<file path="src/hw/fcs_pkg.sv">
package fcs_pkg;

  // Flash pin widths.
  localparam int FCS_ADDR_W = 22;
  localparam int FCS_DATA_W = 16;
  // Lowest word-address bit that selects a block.
  localparam int FCS_BLOCK_LSB = 15;
  localparam int FCS_BLOCK_W = FCS_ADDR_W - FCS_BLOCK_LSB;

  // Clock and pin timing.
  localparam int FCS_CLK_MHZ = 40;
  localparam int FCS_T_SETUP_NS = 25;
  localparam int FCS_T_STROBE_NS = 70;
  localparam int FCS_T_HOLD_NS = 25;
  localparam int FCS_SETUP_RAW = (FCS_T_SETUP_NS * FCS_CLK_MHZ + 999) / 1000;
  localparam int FCS_STROBE_RAW = (FCS_T_STROBE_NS * FCS_CLK_MHZ + 999) / 1000;
  localparam int FCS_HOLD_RAW = (FCS_T_HOLD_NS * FCS_CLK_MHZ + 999) / 1000;
  localparam logic [7:0] FCS_SETUP_CYC =
    8'(FCS_SETUP_RAW < 1 ? 1 : FCS_SETUP_RAW);
  localparam logic [7:0] FCS_STROBE_CYC =
    8'(FCS_STROBE_RAW < 1 ? 1 : FCS_STROBE_RAW);
  localparam logic [7:0] FCS_HOLD_CYC =
    8'(FCS_HOLD_RAW < 1 ? 1 : FCS_HOLD_RAW);

  // Device command codes.
  localparam logic [7:0] FCS_CODE_READ_ARRAY = 8'hff;
  localparam logic [7:0] FCS_CODE_READ_ID = 8'h90;
  localparam logic [7:0] FCS_CODE_READ_STATUS = 8'h70;
  localparam logic [7:0] FCS_CODE_CLEAR = 8'h50;
  localparam logic [7:0] FCS_CODE_PROGRAM = 8'h40;
  localparam logic [7:0] FCS_CODE_ERASE = 8'h20;
  localparam logic [7:0] FCS_CODE_CONFIRM = 8'hd0;
  localparam logic [7:0] FCS_CODE_SUSPEND = 8'hb0;
  localparam logic [7:0] FCS_CODE_RESUME = 8'hd0;

  // Operation status byte fields.
  localparam int FCS_SR_READY = 7;
  localparam int FCS_SR_ERASE_PAUSED = 6;
  localparam int FCS_SR_PROGRAM_PAUSED = 2;
  localparam logic [7:0] FCS_SR_RESERVED_MASK = 8'hfe;

  // Controller operations written to the command register.
  localparam logic [3:0] FCS_OP_READ_ARRAY = 4'h1;
  localparam logic [3:0] FCS_OP_READ_ID = 4'h2;
  localparam logic [3:0] FCS_OP_READ_STATUS = 4'h3;
  localparam logic [3:0] FCS_OP_CLEAR = 4'h4;
  localparam logic [3:0] FCS_OP_PROGRAM = 4'h5;
  localparam logic [3:0] FCS_OP_ERASE = 4'h6;
  localparam logic [3:0] FCS_OP_SUSPEND = 4'h7;
  localparam logic [3:0] FCS_OP_RESUME = 4'h8;
  localparam logic [3:0] FCS_OP_POLL = 4'h9;

  // Sequence steps.
  localparam logic [1:0] FCS_STEP_CMD = 2'h0;
  localparam logic [1:0] FCS_STEP_SECOND = 2'h1;
  localparam logic [1:0] FCS_STEP_POLL = 2'h2;
  localparam logic [1:0] FCS_STEP_CLEAR = 2'h3;

  // Register map (byte offsets).
  localparam logic [7:0] FCS_REG_CMD = 8'h00;
  localparam logic [7:0] FCS_REG_ADDR = 8'h04;
  localparam logic [7:0] FCS_REG_WDATA = 8'h08;
  localparam logic [7:0] FCS_REG_RDATA = 8'h0c;
  localparam logic [7:0] FCS_REG_STATUS = 8'h10;
  localparam int FCS_ST_BUSY = 0;
  localparam int FCS_ST_RUNNING = 1;
  localparam int FCS_ST_ERASE_PAUSED = 2;
  localparam int FCS_ST_PROG_PAUSED = 3;
  localparam int FCS_ST_REFUSED = 4;
  localparam int FCS_ST_SR_LSB = 8;

  typedef enum logic [1:0] {
    SEQ_IDLE,
    SEQ_SETUP,
    SEQ_STROBE,
    SEQ_HOLD
  } fcs_seq_type;

  typedef struct packed {
    fcs_seq_type seq;
    logic [3:0] op;
    logic [1:0] step;
    logic [7:0] cnt;
    logic cyc_rd;
    logic busy;
    logic running;
    logic res_erase;
    logic erase_paused;
    logic prog_paused;
    logic refused;
    logic [FCS_BLOCK_W-1:0] paused_block;
    logic [FCS_ADDR_W-1:0] addr;
    logic [FCS_DATA_W-1:0] wdata;
    logic [FCS_DATA_W-1:0] rdata;
    logic [7:0] sr;
    logic ce_n;
    logic oe_n;
    logic we_n;
    logic dq_oe;
    logic [FCS_ADDR_W-1:0] fl_addr;
    logic [FCS_DATA_W-1:0] fl_dq;
    logic ahb_wr;
    logic [7:0] ahb_adr;
    logic [31:0] hrdata;
  } fcs_state_type;

endpackage

</file>
<file path="src/hw/fcs_host.sv">
// Summary of operation
// - Never target the paused block meanwhile.
// - Only five commands issued during erase pause; suspend only while a program or erase runs.
// - After resumed erase, read then clear status.
// - Erase: setup, then confirm at block address.
// - Identifier read: only address bit 0 set.
// - Check ready bit before result bits.
// - Mask reserved bit 0 when polling status.
`timescale 1ns/1ps
module fcs_host
  import fcs_pkg::*;
(
  input wire logic hclk,
  input wire logic hresetn,
  input wire logic hsel,
  input wire logic [31:0] haddr,
  input wire logic [1:0] htrans,
  input wire logic hwrite,
  input wire logic [2:0] hsize,
  input wire logic [31:0] hwdata,
  input wire logic hready,
  output logic hreadyout,
  output logic [31:0] hrdata,
  output logic hresp,
  output logic flash_ce_n,
  output logic flash_oe_n,
  output logic flash_we_n,
  output logic [fcs_pkg::FCS_ADDR_W-1:0] flash_addr,
  output logic [fcs_pkg::FCS_DATA_W-1:0] flash_dq_out,
  output logic flash_dq_oe,
  input wire logic [fcs_pkg::FCS_DATA_W-1:0] flash_dq_in
);
  import fcs_pkg::*;

  fcs_state_type r_reg;
  fcs_state_type r_next;

  logic [FCS_DATA_W-1:0] dq_sync;
  logic dq_stable;
  logic cmd_wr;
  logic [3:0] new_op;
  logic hit;
  logic allowed;
  logic plan_rd;
  logic [FCS_ADDR_W-1:0] plan_addr;
  logic [FCS_DATA_W-1:0] plan_data;
  logic [7:0] op_code;
  logic [7:0] poll_sr;
  logic [1:0] after_step;
  logic after_done;

  fcs_pin_sync #(
    .WIDTH(FCS_DATA_W)
  ) u_dq_sync (
    .hclk(hclk),
    .hresetn(hresetn),
    .d(flash_dq_in),
    .q(dq_sync),
    .stable(dq_stable)
  );

  // Command code of the first write of each operation.
  always_comb begin
    case (r_reg.op)
      FCS_OP_READ_ARRAY: op_code = FCS_CODE_READ_ARRAY;
      FCS_OP_READ_ID: op_code = FCS_CODE_READ_ID;
      FCS_OP_READ_STATUS: op_code = FCS_CODE_READ_STATUS;
      FCS_OP_CLEAR: op_code = FCS_CODE_CLEAR;
      FCS_OP_PROGRAM: op_code = FCS_CODE_PROGRAM;
      FCS_OP_ERASE: op_code = FCS_CODE_ERASE;
      FCS_OP_SUSPEND: op_code = FCS_CODE_SUSPEND;
      FCS_OP_RESUME: op_code = FCS_CODE_RESUME;
      default: op_code = FCS_CODE_READ_ARRAY;
    endcase
  end

  // Address and data of the bus cycle for the current step.
  always_comb begin
    plan_rd = 1'b0;
    plan_addr = '0;
    plan_data = {8'h00, op_code};
    case (r_reg.step)
      FCS_STEP_SECOND: begin
        plan_addr = r_reg.addr;
        if (r_reg.op == FCS_OP_PROGRAM) begin
          plan_data = r_reg.wdata;
        end else if (r_reg.op == FCS_OP_ERASE) begin
          plan_data = {8'h00, FCS_CODE_CONFIRM};
        end else if (r_reg.op == FCS_OP_READ_ID) begin
          plan_rd = 1'b1;
          plan_addr = {{(FCS_ADDR_W-1){1'b0}}, r_reg.addr[0]};
        end else begin
          plan_rd = 1'b1;
        end
      end
      FCS_STEP_POLL: begin
        plan_rd = 1'b1;
      end
      FCS_STEP_CLEAR: begin
        plan_data = {8'h00, FCS_CODE_CLEAR};
      end
      default: begin
        plan_rd = 1'b0;
      end
    endcase
  end

  // Which step follows the cycle just finished.
  always_comb begin
    after_step = r_reg.step;
    after_done = 1'b0;
    case (r_reg.step)
      FCS_STEP_CMD: begin
        if (r_reg.op == FCS_OP_CLEAR || r_reg.op == FCS_OP_RESUME) begin
          after_done = 1'b1;
        end else if (r_reg.op == FCS_OP_SUSPEND) begin
          after_step = FCS_STEP_POLL;
        end else begin
          after_step = FCS_STEP_SECOND;
        end
      end
      FCS_STEP_SECOND: after_done = 1'b1;
      FCS_STEP_POLL: begin
        if (!r_reg.rdata[FCS_SR_READY]) begin
          after_step = FCS_STEP_POLL;
        end else if (r_reg.res_erase) begin
          after_step = FCS_STEP_CLEAR;
        end else begin
          after_done = 1'b1;
        end
      end
      default: after_done = 1'b1;
    endcase
  end

  // Status byte as the host keeps it; reserved bit never trusted.
  assign poll_sr = dq_sync[7:0] & FCS_SR_RESERVED_MASK;

  assign cmd_wr = r_reg.ahb_wr && (r_reg.ahb_adr == FCS_REG_CMD);
  assign new_op = hwdata[3:0];
  assign hit = r_reg.erase_paused &&
    (r_reg.addr[FCS_ADDR_W-1:FCS_BLOCK_LSB] == r_reg.paused_block);

  // Commands the device may receive in the present condition.
  always_comb begin
    allowed = 1'b0;
    if (r_reg.busy) begin
      allowed = 1'b0;
    end else if (r_reg.running) begin
      allowed = (new_op == FCS_OP_POLL) || (new_op == FCS_OP_SUSPEND) ||
        (new_op == FCS_OP_READ_STATUS);
    end else if (r_reg.prog_paused) begin
      allowed = (new_op == FCS_OP_READ_STATUS) ||
        (new_op == FCS_OP_READ_ID) || (new_op == FCS_OP_RESUME) ||
        ((new_op == FCS_OP_READ_ARRAY) && !hit);
    end else if (r_reg.erase_paused) begin
      allowed = (new_op == FCS_OP_READ_STATUS) ||
        (new_op == FCS_OP_READ_ID) || (new_op == FCS_OP_RESUME) ||
        (((new_op == FCS_OP_READ_ARRAY) ||
          (new_op == FCS_OP_PROGRAM)) && !hit);
    end else begin
      allowed = (new_op >= FCS_OP_READ_ARRAY) &&
        (new_op <= FCS_OP_ERASE);
    end
  end

  always_comb begin
    r_next = r_reg;

    // AHB address phase; zero wait states, registered read data.
    r_next.ahb_wr = 1'b0;
    if (hsel && hready && htrans[1]) begin
      r_next.ahb_wr = hwrite;
      r_next.ahb_adr = haddr[7:0];
      r_next.hrdata = 32'h0000_0000;
      if (!hwrite) begin
        if (haddr[7:0] == FCS_REG_CMD) begin
          r_next.hrdata = {28'h000_0000, r_reg.op};
        end else if (haddr[7:0] == FCS_REG_ADDR) begin
          r_next.hrdata = 32'(r_reg.addr);
        end else if (haddr[7:0] == FCS_REG_WDATA) begin
          r_next.hrdata = 32'(r_reg.wdata);
        end else if (haddr[7:0] == FCS_REG_RDATA) begin
          r_next.hrdata = 32'(r_reg.rdata);
        end else if (haddr[7:0] == FCS_REG_STATUS) begin
          r_next.hrdata[FCS_ST_BUSY] = r_reg.busy;
          r_next.hrdata[FCS_ST_RUNNING] = r_reg.running;
          r_next.hrdata[FCS_ST_ERASE_PAUSED] = r_reg.erase_paused;
          r_next.hrdata[FCS_ST_PROG_PAUSED] = r_reg.prog_paused;
          r_next.hrdata[FCS_ST_REFUSED] = r_reg.refused;
          r_next.hrdata[FCS_ST_SR_LSB +: 8] = r_reg.sr;
        end else begin
          r_next.hrdata = 32'h0000_0000;
        end
      end
    end

    // AHB data phase writes.
    if (r_reg.ahb_wr) begin
      if (r_reg.ahb_adr == FCS_REG_ADDR && !r_reg.busy) begin
        r_next.addr = hwdata[FCS_ADDR_W-1:0];
      end else if (r_reg.ahb_adr == FCS_REG_WDATA && !r_reg.busy) begin
        r_next.wdata = hwdata[FCS_DATA_W-1:0];
      end else if (r_reg.ahb_adr == FCS_REG_STATUS) begin
        if (hwdata[FCS_ST_REFUSED]) begin
          r_next.refused = 1'b0;
        end
      end
    end

    // Start of an operation; a refused one sets the sticky flag.
    if (cmd_wr) begin
      if (allowed) begin
        r_next.op = new_op;
        r_next.busy = 1'b1;
        r_next.seq = SEQ_SETUP;
        r_next.cnt = FCS_SETUP_CYC - 8'h01;
        r_next.step = (new_op == FCS_OP_POLL) ? FCS_STEP_POLL : FCS_STEP_CMD;
        if (new_op == FCS_OP_ERASE) begin
          r_next.paused_block = r_reg.addr[FCS_ADDR_W-1:FCS_BLOCK_LSB];
        end
        if (new_op == FCS_OP_RESUME) begin
          // The inner suspension is always resumed first.
          r_next.running = 1'b1;
          if (r_reg.prog_paused) begin
            r_next.prog_paused = 1'b0;
          end else begin
            r_next.erase_paused = 1'b0;
            r_next.res_erase = 1'b1;
          end
        end
      end else begin
        r_next.refused = 1'b1;
      end
    end

    // Pin cycle engine; chip select drops only for the cycle itself.
    case (r_reg.seq)
      SEQ_SETUP: begin
        r_next.ce_n = 1'b0;
        r_next.cyc_rd = plan_rd;
        r_next.fl_addr = plan_addr;
        r_next.fl_dq = plan_data;
        r_next.dq_oe = !plan_rd;
        if (r_reg.cnt == 8'h00) begin
          r_next.seq = SEQ_STROBE;
          // The strobe only falls one edge after this state is entered, so
          // the full count is loaded to keep it low for every strobe cycle.
          r_next.cnt = FCS_STROBE_CYC;
        end else begin
          r_next.cnt = r_reg.cnt - 8'h01;
        end
      end
      SEQ_STROBE: begin
        r_next.we_n = r_reg.cyc_rd;
        r_next.oe_n = !r_reg.cyc_rd;
        if (r_reg.cnt != 8'h00) begin
          r_next.cnt = r_reg.cnt - 8'h01;
        end else if (!r_reg.cyc_rd || dq_stable) begin
          // A read ends only once the sampled word has settled.
          r_next.seq = SEQ_HOLD;
          r_next.cnt = FCS_HOLD_CYC - 8'h01;
          r_next.we_n = 1'b1;
          r_next.oe_n = 1'b1;
          if (r_reg.cyc_rd) begin
            r_next.rdata = dq_sync;
            if (r_reg.op == FCS_OP_READ_STATUS ||
                r_reg.step == FCS_STEP_POLL) begin
              r_next.rdata = {8'h00, poll_sr};
              r_next.sr = poll_sr;
            end
          end
        end
      end
      SEQ_HOLD: begin
        if (r_reg.cnt == 8'h00) begin
          r_next.ce_n = 1'b1;
          r_next.dq_oe = 1'b0;
          r_next.step = after_step;
          r_next.seq = after_done ? SEQ_IDLE : SEQ_SETUP;
          r_next.cnt = FCS_SETUP_CYC - 8'h01;
          if (r_reg.step == FCS_STEP_SECOND &&
              (r_reg.op == FCS_OP_PROGRAM || r_reg.op == FCS_OP_ERASE)) begin
            r_next.running = 1'b1;
          end
          if (r_reg.step == FCS_STEP_POLL && r_reg.rdata[FCS_SR_READY]) begin
            // Result bits are trusted only once ready reads set.
            r_next.running = 1'b0;
            if (r_reg.op == FCS_OP_SUSPEND) begin
              if (r_reg.rdata[FCS_SR_PROGRAM_PAUSED]) begin
                r_next.prog_paused = 1'b1;
              end else if (r_reg.rdata[FCS_SR_ERASE_PAUSED]) begin
                r_next.erase_paused = 1'b1;
              end
            end
          end
          if (r_reg.step == FCS_STEP_CLEAR) begin
            r_next.res_erase = 1'b0;
          end
          if (after_done) begin
            r_next.busy = 1'b0;
          end
        end else begin
          r_next.cnt = r_reg.cnt - 8'h01;
        end
      end
      default: begin
        r_next.ce_n = 1'b1;
        r_next.we_n = 1'b1;
        r_next.oe_n = 1'b1;
        r_next.dq_oe = 1'b0;
      end
    endcase
  end

  always_ff @(posedge hclk or negedge hresetn) begin
    if (!hresetn) begin
      r_reg <= '{seq: SEQ_IDLE, ce_n: 1'b1, oe_n: 1'b1, we_n: 1'b1,
                 default: '0};
    end else begin
      r_reg <= r_next;
    end
  end

  assign hreadyout = 1'b1;
  assign hresp = 1'b0;
  assign hrdata = r_reg.hrdata;
  assign flash_ce_n = r_reg.ce_n;
  assign flash_oe_n = r_reg.oe_n;
  assign flash_we_n = r_reg.we_n;
  assign flash_addr = r_reg.fl_addr;
  assign flash_dq_out = r_reg.fl_dq;
  assign flash_dq_oe = r_reg.dq_oe;

endmodule // fcs_host

</file>
<file path="src/hw/fcs_pin_sync.sv">
`timescale 1ns/1ps
module fcs_pin_sync #(
  parameter int WIDTH = 16
) (
  input wire logic hclk,
  input wire logic hresetn,
  input wire logic [WIDTH-1:0] d,
  output logic [WIDTH-1:0] q,
  output logic stable
);

  logic [WIDTH-1:0] s1_reg;
  logic [WIDTH-1:0] s2_reg;
  logic [WIDTH-1:0] s3_reg;

  // The first stage feeds only the second; the agreement check looks
  // at the later two.
  always_ff @(posedge hclk or negedge hresetn) begin
    if (!hresetn) begin
      s1_reg <= '0;
      s2_reg <= '0;
      s3_reg <= '0;
    end else begin
      s1_reg <= d;
      s2_reg <= s1_reg;
      s3_reg <= s2_reg;
    end
  end

  assign q = s3_reg;
  assign stable = (s2_reg == s3_reg);

endmodule // fcs_pin_sync

</file>
<file path="config.mk">
export PLATFORM = sky130hd
export DESIGN_NAME = fcs_host
export DESIGN_NICKNAME = d
export VERILOG_FILES = /design/src/hw/fcs_pkg.sv /design/src/hw/fcs_host.sv /design/src/hw/fcs_pin_sync.sv
export SDC_FILE = /design/constraint.sdc
export NUM_CORES = 1
export LEC_CHECK = 0
export BUFFER_PORTS_ARGS = -buffer_cell sky130_fd_sc_hd__buf_2
export CORE_MARGIN = 3
export CORE_UTILIZATION = 51
export CTS_CLUSTER_DIAMETER = 60
export DETAILED_ROUTE_END_ITERATION = 8
export PLACE_DENSITY = 0.86
export SYNTH_ARGS = -nofsm -noshare
export SYNTH_HDL_FRONTEND = slang
export SYNTH_SLANG_ARGS = --single-unit
</file>
<file path="constraint.sdc">
create_clock -name hclk -period 3.21 [get_ports hclk]
set_input_delay 0.321 -clock hclk [delete_from_list [all_inputs] [get_ports hclk]]
set_output_delay 0.321 -clock hclk [all_outputs]
set_load 0.05 [all_outputs]
</file>
==> results of run 1 <==
==> synthesized netlist by cell type (all sizes together) (8+ instances only) <==
cell type  number  area share
o21ai          68       0.036
a22o           27       0.025
a31oi           9      0.0060
a21oi          46       0.024
nand3           9      0.0048
nand2          89       0.036
buf            77       0.060
inv            18      0.0072
nor3           10      0.0065
mux2           75       0.093
dfrtp         209        0.56
xor2           17       0.016
clkbuf         28       0.011
ha             10       0.013
nor2           29       0.012
nor4            8      0.0053
==> per-layer routing <==
layer	vias to the layer above	GRT usage	routed length, um
met5	-	0	0
met4	0	0.07273	701
met3	58	0.03269	1455
met2	272	0.3615	10630
met1	3218	0.2731	8417
li1	2986	-	-
==> power by group through the flow <==
stage / clock network (uW) / logic (uW) / registers (uW)
finish: 2540 / 349 / 2910
global route: 2690 / 389 / 2920
CTS: 2600 / 352 / 2900
detailed placement: 0 / 331 / 2950
global placement: 0 / 318 / 2940
floorplan: 0 / 213 / 2910
==> kinds of logic after synthesis <==
group | share of synthesized area
other | 0.0007988
AO/OA/AOI/OAI | 0.1296
flip-flops | 0.5647
XOR/XNOR | 0.02236
multiplexers | 0.09369
adder cells (fa/ha/maj) | 0.01331
AND/OR/NAND/NOR | 0.09675
buffers and inverters | 0.07879
==> timing repair <==
item,in CTS,in global routing
hold buffers,17,0
endpoints found under the hold margin,118,0
setup buffers,0,0
==> layout by cell type (no fill, tap or decap), types with 4 or more instances in the layout <==
| master | n |
|---|---|
| a21oi_1 | 46 |
| xnor2_1 | 7 |
| buf_2 | 114 |
| nor3_1 | 9 |
| nor4_1 | 8 |
| dlygate4sd3_1 | 17 |
| ha_1 | 10 |
| conb_1 | 12 |
| o21a_1 | 7 |
| nand3_1 | 9 |
| dfrtp_1 | 209 |
| nand2b_1 | 6 |
| nand2_1 | 88 |
| mux2_2 | 68 |
| o21ai_0 | 67 |
| nor2_1 | 29 |
| a22oi_1 | 6 |
| clkbuf_8 | 4 |
| a22o_1 | 27 |
| nor2b_1 | 7 |
| or3_1 | 4 |
| buf_4 | 16 |
| clkbuf_16 | 23 |
| o22a_1 | 4 |
| a31oi_1 | 9 |
| clkbuf_1 | 5 |
| inv_1 | 18 |
| mux2_4 | 7 |
| xor2_1 | 17 |
| nand3b_1 | 6 |
==> worst paths after layout <==
path                                           start                   end  cells past startpoint
worst min-delay path                      hwdata[17]            r_reg[140]                      2
worst max register to register            r_reg[159]             r_reg[87]                      9
worst max-delay path                      r_reg[159]             r_reg[87]                      9
worst min register to register  u_dq_sync.s1_reg[13]  u_dq_sync.s2_reg[13]                      0
max in group asynchronous                    hresetn            flash_we_n                      3
min in group asynchronous                    hresetn   u_dq_sync.s2_reg[6]                      2
==> critical path, stage by stage (launching register included) <==
cell	delay, ns
dfrtp_1	0.40
inv_1	0.08
ha_1	0.22
or3b_1	0.38
or3_4	0.37
nor3_4	0.14
nand2_2	0.07
or4_1	0.44
or2_1	0.42
mux2_4	0.36
==> area by class of cell <==
type | count | area, um^2 | area share
clock buffer | 31 | 635.6 | 0.05951
clock inverter | 8 | 98.84 | 0.009254
inverter | 18 | 67.56 | 0.006325
multi-input combinational | 505 | 3390 | 0.3173
sequential | 212 | 5309 | 0.4970
tap | 229 | 286.5 | 0.02682
timing repair buffer | 149 | 894.6 | 0.08375
==> through the flow <==
stage | setup WS (ns) | hold slack, ns | std cells | util
final | 0.2219 | 0.05972 | 1152 | 0.5926
after global routing | 0.07695 | 0.05387 | 1152 | 0.5926
after CTS | 0.2157 | 0.04036 | 1152 | 0.5926
after detailed placement | 0.2207 | 0.3358 | 1096 | 0.5424
after global placement | 0.3223 | 0.3324 | 1096 | 0.5424
after floorplan | 0.2059 | 0.02541 | 840 | -
==> qor.txt, run 1 <==
GR Util All Layers - 0.2105
Fillers - 1386
Worst Path Arrival - 3.37 ns
Leak - 0.005079 uW
VDD IR max - 0.0004859 V
Root Driver - clkbuf_16
Initial antenna violation count - 0
Core Region - 18020 um^2
Ys async rst share - 1.000
First-pass GRT wire length - 34200 um
Clk buf depth - 3
CP Max Fanout - 7
Pint - 4478 uW
Placed cell area - 9777 um^2
Cells after synthesis - 830
Pins Over Slew Limit - 0
Vias post-DR - 6534
Setup CP Type - flip-flop to flip-flop
# IOs - 166
Sequential power share - 0.501
Setup repair after global routing missed its margin - no
CTS sink count - 212
TritonCTS clock tree - done
I/O Buffers - 115
Max Clock Freq - 334.7 MHz
Status - completed
Required time of the critical path - 3.59 ns
Startpoint Class - flip-flop
Drt initial violations - 621
Clock buffer count from CTS - 22
Max-cap violations - 0
Setup violators final - 0
Latest clock arrival within the worst-skew pair - 0.50 ns
Switching power of the nets - 1320 uW
Ys Warns - 0
Combinational power share - 0.060
Synth cell types - 64
Clock power share - 0.439
Element type at the critical path end - flip-flop
Sequential share of the synthesized area - 0.5647
Fin crit share - 0.9309
Row count - 49
Design Power - 5798 uW
Final Hold Viols - 0
CTS resizes - 0
Clk_skew - 0.008011 ns
Placer Congestion - 0.8953
Die area - 20100 um^2
Die Wd - 141.8 um
Seq cells post-synth - 212
Die height - 141.8 um
Synth Area per Inst - 11.33 um^2
Number of flip-flops under the largest register name - 100
H-tree depth - 1
Slew @ Worst Pin - 0.8401 ns
Pwr dens - 542.9 nW/um^2
Final Cell Area - 10680 um^2
Final TNS setup - 0 ns
TritonRoute pass-1 iters - 5
Grt ovf - 0
WL final - 21210 um
ANT cells - 0
Area grow syn2layout - 13.61%
Vias per cell - 5.672
Share of layout cells above drive strength 1 - 0.2709
EDFF count, synth - 0
Predominant post-synthesis flop cell - dfrtp_1
Min cycle time layout - 2.988 ns
Reg2reg setup slack - 0.22 ns
Wirelength per Cell - 18.41 um
Reg clk slew, reported paths - 0.06 ns
Initial Util - 0.5216
Worst slew margin - 0.4399
Nets - 1008
DRT antenna net count - 0
DRC viols - 0
Vias in the first global route - 6652
Area of the mapped netlist - 9402 um^2
Worst hold path class - input pin to flip-flop
Largest net degree at the start of global routing - 107
Hpwl dp - 14750 um
Net Sw Frac - 0.2277
Power figures use the tool's default switching activity.
==> run 2: changes to the inputs <==
--- a/config.mk
+++ b/config.mk
@@ -5,6 +5,7 @@
 export SDC_FILE = /design/constraint.sdc
 export NUM_CORES = 1
 export LEC_CHECK = 0
+export ABC_AREA = 1
 export BUFFER_PORTS_ARGS = -buffer_cell sky130_fd_sc_hd__buf_2
 export CORE_MARGIN = 3
 export CORE_UTILIZATION = 51
==> run 2 against run 1 <==
Net effect: utilization up 0.77 points; hold slack worse by 0.024 ns; register-to-register slack better by 0.48 ns; sequential power up 5%; routed wire length up 4.1%; clock skew up 0.013 ns; via count up 12%; flip-flop and latch count unchanged; synthesized area up 1.9%; clock power up 15%; die area up 1.8%; critical path type unchanged.
==> qor.txt, run 2 <==
Status - completed
TritonCTS clock tree - done
Share of layout cells above drive strength 1 - 0.1800 (-0.09089)
Max Clock Freq - 399.1 MHz (+19%)
Setup CP Type - flip-flop to flip-flop
Die area - 20470 um^2 (+1.8%)
Row count - 49 (unchanged)
H-tree depth - 1 (unchanged)
I/O Buffers - 115 (unchanged)
Number of flip-flops under the largest register name - 100 (unchanged)
Placed cell area - 9897 um^2 (+1.2%)
Switching power of the nets - 1990 uW (+51%)
DRT antenna net count - 0 (unchanged)
Cell accounting for the most synthesized area - dfrtp_1
Synth top area cells - dfrtp_1, nand2_1, buf_4
R2r endpoint - r_reg[160]
Predominant post-synthesis flop cell - dfrtp_1
Most frequent cells in the layout - nand2_1, dfrtp_1, buf_2, inv_1, o21ai_0
Synth cell count leaders - nand2_1, dfrtp_1, inv_1, o21ai_0, buf_4
Final Cell Area - 10930 um^2 (+2.3%)
Wirelength per Cell - 16.28 um (-12%)
Area grow syn2layout - 14.09%
Root Driver - clkbuf_16
Element type at the critical path end - flip-flop
First-pass GRT wire length - 35700 um (+4.4%)
Top-count cell post-synth - nand2_1
# IOs - 166 (unchanged)
Vias in the first global route - 7143 (+7.4%)
Worst slew margin - 0.4209 (-0.01904)
Die height - 143.1 um (+0.91%)
Final Hold Viols - 0 (unchanged)
Combinational power share - 0.139 (+0.079)
Sequential share of the synthesized area - 0.5541 (-0.01055)
Cells after synthesis - 1037 (+25%)
WL final - 22090 um (+4.1%)
Hpwl dp - 15450 um (+4.7%)
Max-cap violations - 0 (unchanged)
Core Region - 18210 um^2 (+1.0%)
Synth Area per Inst - 9.239 um^2 (-18%)
Leak - 0.005471 uW (+7.7%)
Nets - 1211 (+20%)
Seq cells post-synth - 212 (unchanged)
CTS sink count - 212 (unchanged)
Startpoint Class - flip-flop
Clock buffer count from CTS - 24 (+9.1%)
Grt ovf - 0 (unchanged)
Reg2reg setup slack - 0.70 ns (+0.48 ns)
Min cycle time layout - 2.505 ns (-0.4827 ns)
Clock power share - 0.420 (-0.019)
Clk buf depth - 3 (unchanged)
CP Max Fanout - 15 (+8)
Final TNS setup - 0 ns (unchanged)
Net Sw Frac - 0.2867 (+0.05900)
Pins Over Slew Limit - 0 (unchanged)
Required time of the critical path - 3.58 ns (about the same)
TritonRoute pass-1 iters - 5 (unchanged)
Crit path from - r_reg[33]
Pint - 4952 uW (+11%)
Sequential power share - 0.441 (-0.060)
GR Util All Layers - 0.2157 (+0.005221)
Largest net degree at the start of global routing - 92 (-14%)
VDD IR max - 0.0004031 V (-17%)
Initial Util - 0.5261 (+0.004558)
Pwr dens - 635.1 nW/um^2 (+17%)
Worst Path Arrival - 2.87 ns (-0.50 ns)
Fin crit share - 0.7805 (-0.1504)
Vias post-DR - 7317 (+12%)
Setup violators final - 0 (unchanged)
Setup repair after global routing missed its margin - no
Area of the mapped netlist - 9580 um^2 (+1.9%)
EDFF count, synth - 0 (unchanged)
Reg clk slew, reported paths - 0.06 ns (about the same)
Drt initial violations - 649 (+4.5%)
Die Wd - 143.1 um (+0.91%)
DRC viols - 0 (unchanged)
Slew @ Worst Pin - 0.8687 ns (+0.02856 ns)
Setup crit end - r_reg[160]
Vias per cell - 5.392 (-4.9%)
Latest clock arrival within the worst-skew pair - 0.52 ns (+0.02 ns)
ANT cells - 0 (unchanged)
Ys Warns - 0 (unchanged)
Worst hold path class - input pin to flip-flop
Synth top area share - 0.5459 (-0.01039)
Initial antenna violation count - 0 (unchanged)
Commonest non-fill, non-tap cell in the layout - nand2_1
Final core utilization - 0.6003 (+0.007689)
Placer Congestion - 0.9003 (+0.56%)
FF-to-FF Start - r_reg[33]
Clk_skew - 0.02071 ns (+0.01269 ns)
Worst r2r path cells - 8 (-1)
Synth cell types - 49 (-23%)
Fillers - 1480 (+6.8%)
Ys async rst share - 1.000 (unchanged)
## run 2: cell types whose count changed after synthesis, moves of 17 or more
cell | before | now
a22o_1 | 27 | 0
inv_1 | 18 | 101
mux2_2 | 68 | 6
nand2_1 | 88 | 238
nand3_1 | 9 | 48
nor2_1 | 29 | 46
o211ai_1 | 1 | 22
o21ai_0 | 67 | 92
## run 2: worst max-delay path, stage by stage (launching register included)
cell	delay, ns
dfrtp_1	0.38
nor2_1	0.10
inv_1	0.07
nor3_1	0.19
inv_1	0.08
nor3_2	0.30
nand4_1	0.62
nand2_1	0.48
o22ai_1	0.15
## run 2: worst min path at each step
stage	start	to	slack, ns	depth (start not counted)
global route	hwdata[18]	r_reg[141]	0.04	2
floorplan	hresetn	flash_addr[0]	0.03	0
CTS	hwdata[18]	r_reg[141]	0.03	2
global placement	u_dq_sync.s1_reg[14]	u_dq_sync.s2_reg[14]	0.33	0
finish	hwdata[18]	r_reg[141]	0.04	2
detailed placement	u_dq_sync.s1_reg[2]	u_dq_sync.s2_reg[2]	0.33	0
## run 2: power by group through the flow
stage / registers (uW) / clock network (uW) / logic, uW
final: 3060 / 2920 / 962
after detailed placement: 3100 / 0 / 956
after global routing: 3090 / 3080 / 1060
after global placement: 3090 / 0 / 939
after CTS: 3060 / 2950 / 978
after floorplan: 3100 / 0 / 741
## run 2: layout make-up
type,instances,area (um^2),share of cell area
Sequential cell,212,5309,0.4857
Multi-Input combinational cell,623,3213,0.2940
Timing Repair Buffer,145,864.6,0.07910
Clock buffer,28,656.9,0.06010
Inverter,105,394.1,0.03606
Tap cell,229,286.5,0.02621
Clock inverter,15,206.4,0.01889
## run 2: kinds of logic after synthesis
logic type,after synthesis,synth area share
other cells,2,0.0007839
mux,6,0.007052
compound gates,207,0.1276
xor+xnor,18,0.01646
buf+inv,212,0.1147
flops,212,0.5541
fa+ha+maj,10,0.01306
simple gates,370,0.1663
## run 2: repair_timing
item,in CTS,in global routing
endpoints found under the setup margin,0,0
hold buffers,17,0
hold endpoints to repair,100,0
setup buffers,0,0
resized for setup,0,0
## run 2: layer usage
layer	GRT usage	part of all wire
met5	0	0
met3	0.04622	0.081
met1	0.2848	0.41
met2	0.3551	0.48
met4	0.07554	0.024
## run 2: stage by stage
| stage | hold WS [ns] | setup WS, ns | total power, uW | instances |
|---|---|---|---|---|
| floorplan | 0.02541 | 1.297 | 3845 | 1047 |
| global placement | 0.3343 | 0.8110 | 4029 | 1297 |
| detailed placement | 0.3347 | 0.7834 | 4059 | 1297 |
| CTS | 0.02796 | 0.7627 | 6989 | 1357 |
| global route | 0.04179 | 0.4973 | 7222 | 1357 |
| finish | 0.03531 | 0.7045 | 6942 | 1357 |
==> run 3: changes to the inputs <==
==> constraint.sdc (replaced) <==
create_clock -name hclk -period 2.1 [get_ports hclk]
set_input_delay 0.21 -clock hclk [delete_from_list [all_inputs] [get_ports hclk]]
set_output_delay 0.21 -clock hclk [all_outputs]
set_load 0.05 [all_outputs]
==> run 3 against run 2 <==
Net effect: global-route usage grew 0.44 points; combinational power grew 57%; critical path depth grew 4; clock-buffer cell count grew 8; sequential share of layout area shrank 0.66 points; critical path type unchanged.
==> qor.txt, run 3 (synthesized netlist as in run 2, its figures left out) <==
Status - completed
Pwr dens - 915.6 nW/um^2 (+44%)
Core Region - 18210 um^2 (unchanged)
Net Sw Frac - 0.2883 (+0.001581)
Sequential power share - 0.462 (+0.021)
Multi-input gate area - 3248 um^2 (+1.1%)
Required time of the critical path - 2.54 ns (-1.04 ns)
TritonCTS clock tree - done
Drt initial violations - 657 (+1.2%)
Slowest CP cell - dfrtp_1
Min cycle time layout - 1.990 ns (-0.5151 ns)
Wirelength per Cell - 16.43 um (+0.91%)
Startpoint Class - flip-flop
WL final - 22600 um (+2.3%)
Crit path cell chain - inv_1 -> ha_4 -> nand4_4 -> nor3_4 -> buf_4 -> inv_2 -> nor3_4 -> inv_2 -> or2_1 -> o22ai_1 -> inv_1 -> nand2_1
Nets - 1233 (+1.8%)
Share of layout cells above drive strength 1 - 0.1848 (+0.004865)
Final TNS setup - 0 ns (unchanged)
DRC viols - 0 (unchanged)
Final worst slack - 0.1097 ns (-0.5949 ns)
Commonest non-fill, non-tap cell in the layout - nand2_1
H-tree depth - 1 (unchanged)
Fillers - 1510 (+2.0%)
Reg clk slew, reported paths - 0.06 ns (about the same)
Vias per cell - 5.406 (+0.26%)
Die area - 20470 um^2 (unchanged)
Latest clock arrival within the worst-skew pair - 0.50 ns (-0.02 ns)
TritonRoute pass-1 iters - 5 (unchanged)
# IOs - 166 (unchanged)
Area grow syn2layout - 15.67%
Clk buf depth - 3 (unchanged)
ANT cells - 0 (unchanged)
First-pass GRT wire length - 36510 um (+2.3%)
Largest net degree at the start of global routing - 72 (-22%)
Die height - 143.1 um (unchanged)
Register area - 5309 um^2 (unchanged)
Die Wd - 143.1 um (unchanged)
Number of flip-flops under the largest register name - 100 (unchanged)
Max Clock Freq - 502.4 MHz (+26%)
VDD IR max - 0.0006339 V (+57%)
Hpwl dp - 15830 um (+2.5%)
Switching power of the nets - 2925 uW (+47%)
I/O Buffers - 115 (unchanged)
Setup CP Type - flip-flop to flip-flop
Root Driver - clkbuf_16
Setup violators final - 0 (unchanged)
Design Power - 10150 uW (+46%)
Setup slack after placement - 0.04252 ns (-0.7409 ns)
Clock buffer count from CTS - 23 (-4.2%)
CP Max Fanout - 6 (-9)
Clk_skew - 0.01123 ns (-0.009480 ns)
GR Util All Layers - 0.2201 (+0.004421)
Max-cap violations - 0 (unchanged)
Most frequent cells in the layout - nand2_1, dfrtp_1, buf_2, inv_1, o21ai_0
Placer Congestion - 0.9419 (+4.6%)
Worst Path Buf+Inv - 5 (+3)
Worst slew margin - 0.5258 (+0.1049)
Final Cell Area - 11080 um^2 (+1.4%)
Worst hold path class - input pin to flip-flop
Fin crit share - 0.9478 (+0.1673)
Slew @ Worst Pin - 0.7048 ns (-0.1639 ns)
Final Hold Viols - 0 (unchanged)
Clock power share - 0.390 (-0.030)
Placed cell area - 10030 um^2 (+1.4%)
Pins Over Slew Limit - 0 (unchanged)
Grt ovf - 0 (unchanged)
Combinational power share - 0.148 (+0.009)
Worst Path Arrival - 2.43 ns (-0.44 ns)
Leak - 0.005545 uW (+1.4%)
Pint - 7221 uW (+46%)
Initial Util - 0.5261 (unchanged)
DRT antenna net count - 0 (unchanged)
CTS sink count - 212 (unchanged)
Vias post-DR - 7439 (+1.7%)
Row count - 49 (unchanged)
Max incr delay on CP - 0.36 ns (-0.26 ns)
Element type at the critical path end - flip-flop
Hold_ws - 0.001824 ns (-0.03349 ns)
Vias in the first global route - 7301 (+2.2%)
Delay-heaviest family, CP - simple AND/OR/NAND/NOR gates
Initial antenna violation count - 0 (unchanged)
## run 3: path summary, 6_finish.rpt
kind / from / endpoint / slack [ns] / depth (start not counted)
max: r_reg[159] / r_reg[168] / 0.11 / 12
min: hwdata[13] / r_reg[136] / 0.002 / 3
max reg2reg: r_reg[159] / r_reg[168] / 0.11 / 12
min reg2reg: u_dq_sync.s1_reg[8] / u_dq_sync.s2_reg[8] / 0.35 / 0
max in group asynchronous: hresetn / r_reg[38] / 1.10 / 3
min in group asynchronous: hresetn / r_reg[117] / 0.29 / 2
## run 3: layout make-up
cell class,count,area share
repair buffers,168,0.09913
multi-input cells,623,0.2931
inverters,105,0.03557
flip-flops and latches,212,0.4791
clock inverters,3,0.004629
well taps,229,0.02586
clock buffers,36,0.06266
## run 3: tightest hold or removal path: stages
cell	delay (ns)
buf_2	0.09
inv_1	0.06
o21ai_0	0.08
## run 3: repair_timing
action	4_1_cts	5_1_grt
resized for setup	0	8
hold endpoints to repair	90	0
pin swaps	1	2
setup buffers	1	1
hold buffers	25	0
endpoints found under the setup margin	1	27
## run 3: per-layer routing
layer  vias to the layer above  GRT usage  part of all wire
met5                         -          0                 0
met4                         0    0.07304             0.030
met3                        57    0.03918             0.069
met1                      3565     0.2982              0.42
met2                       299     0.3618              0.48
li1                       3518          -                 -
## run 3: stage by stage
step,std cells,util
2_1_floorplan,1047,-
3_3_place_gp,1310,0.5510
3_5_place_dp,1310,0.5510
4_1_cts,1375,0.6061
5_1_grt,1376,0.6086
6_report,1376,0.6086
## run 3: power groups by stage
stage	combinational [uW]	clock, uW	sequential (uW)
global route	1650	4180	4720
CTS	1520	4000	4680
detailed placement	1480	0	4740
finish	1510	3950	4690
floorplan	1130	0	4750
global placement	1450	0	4730
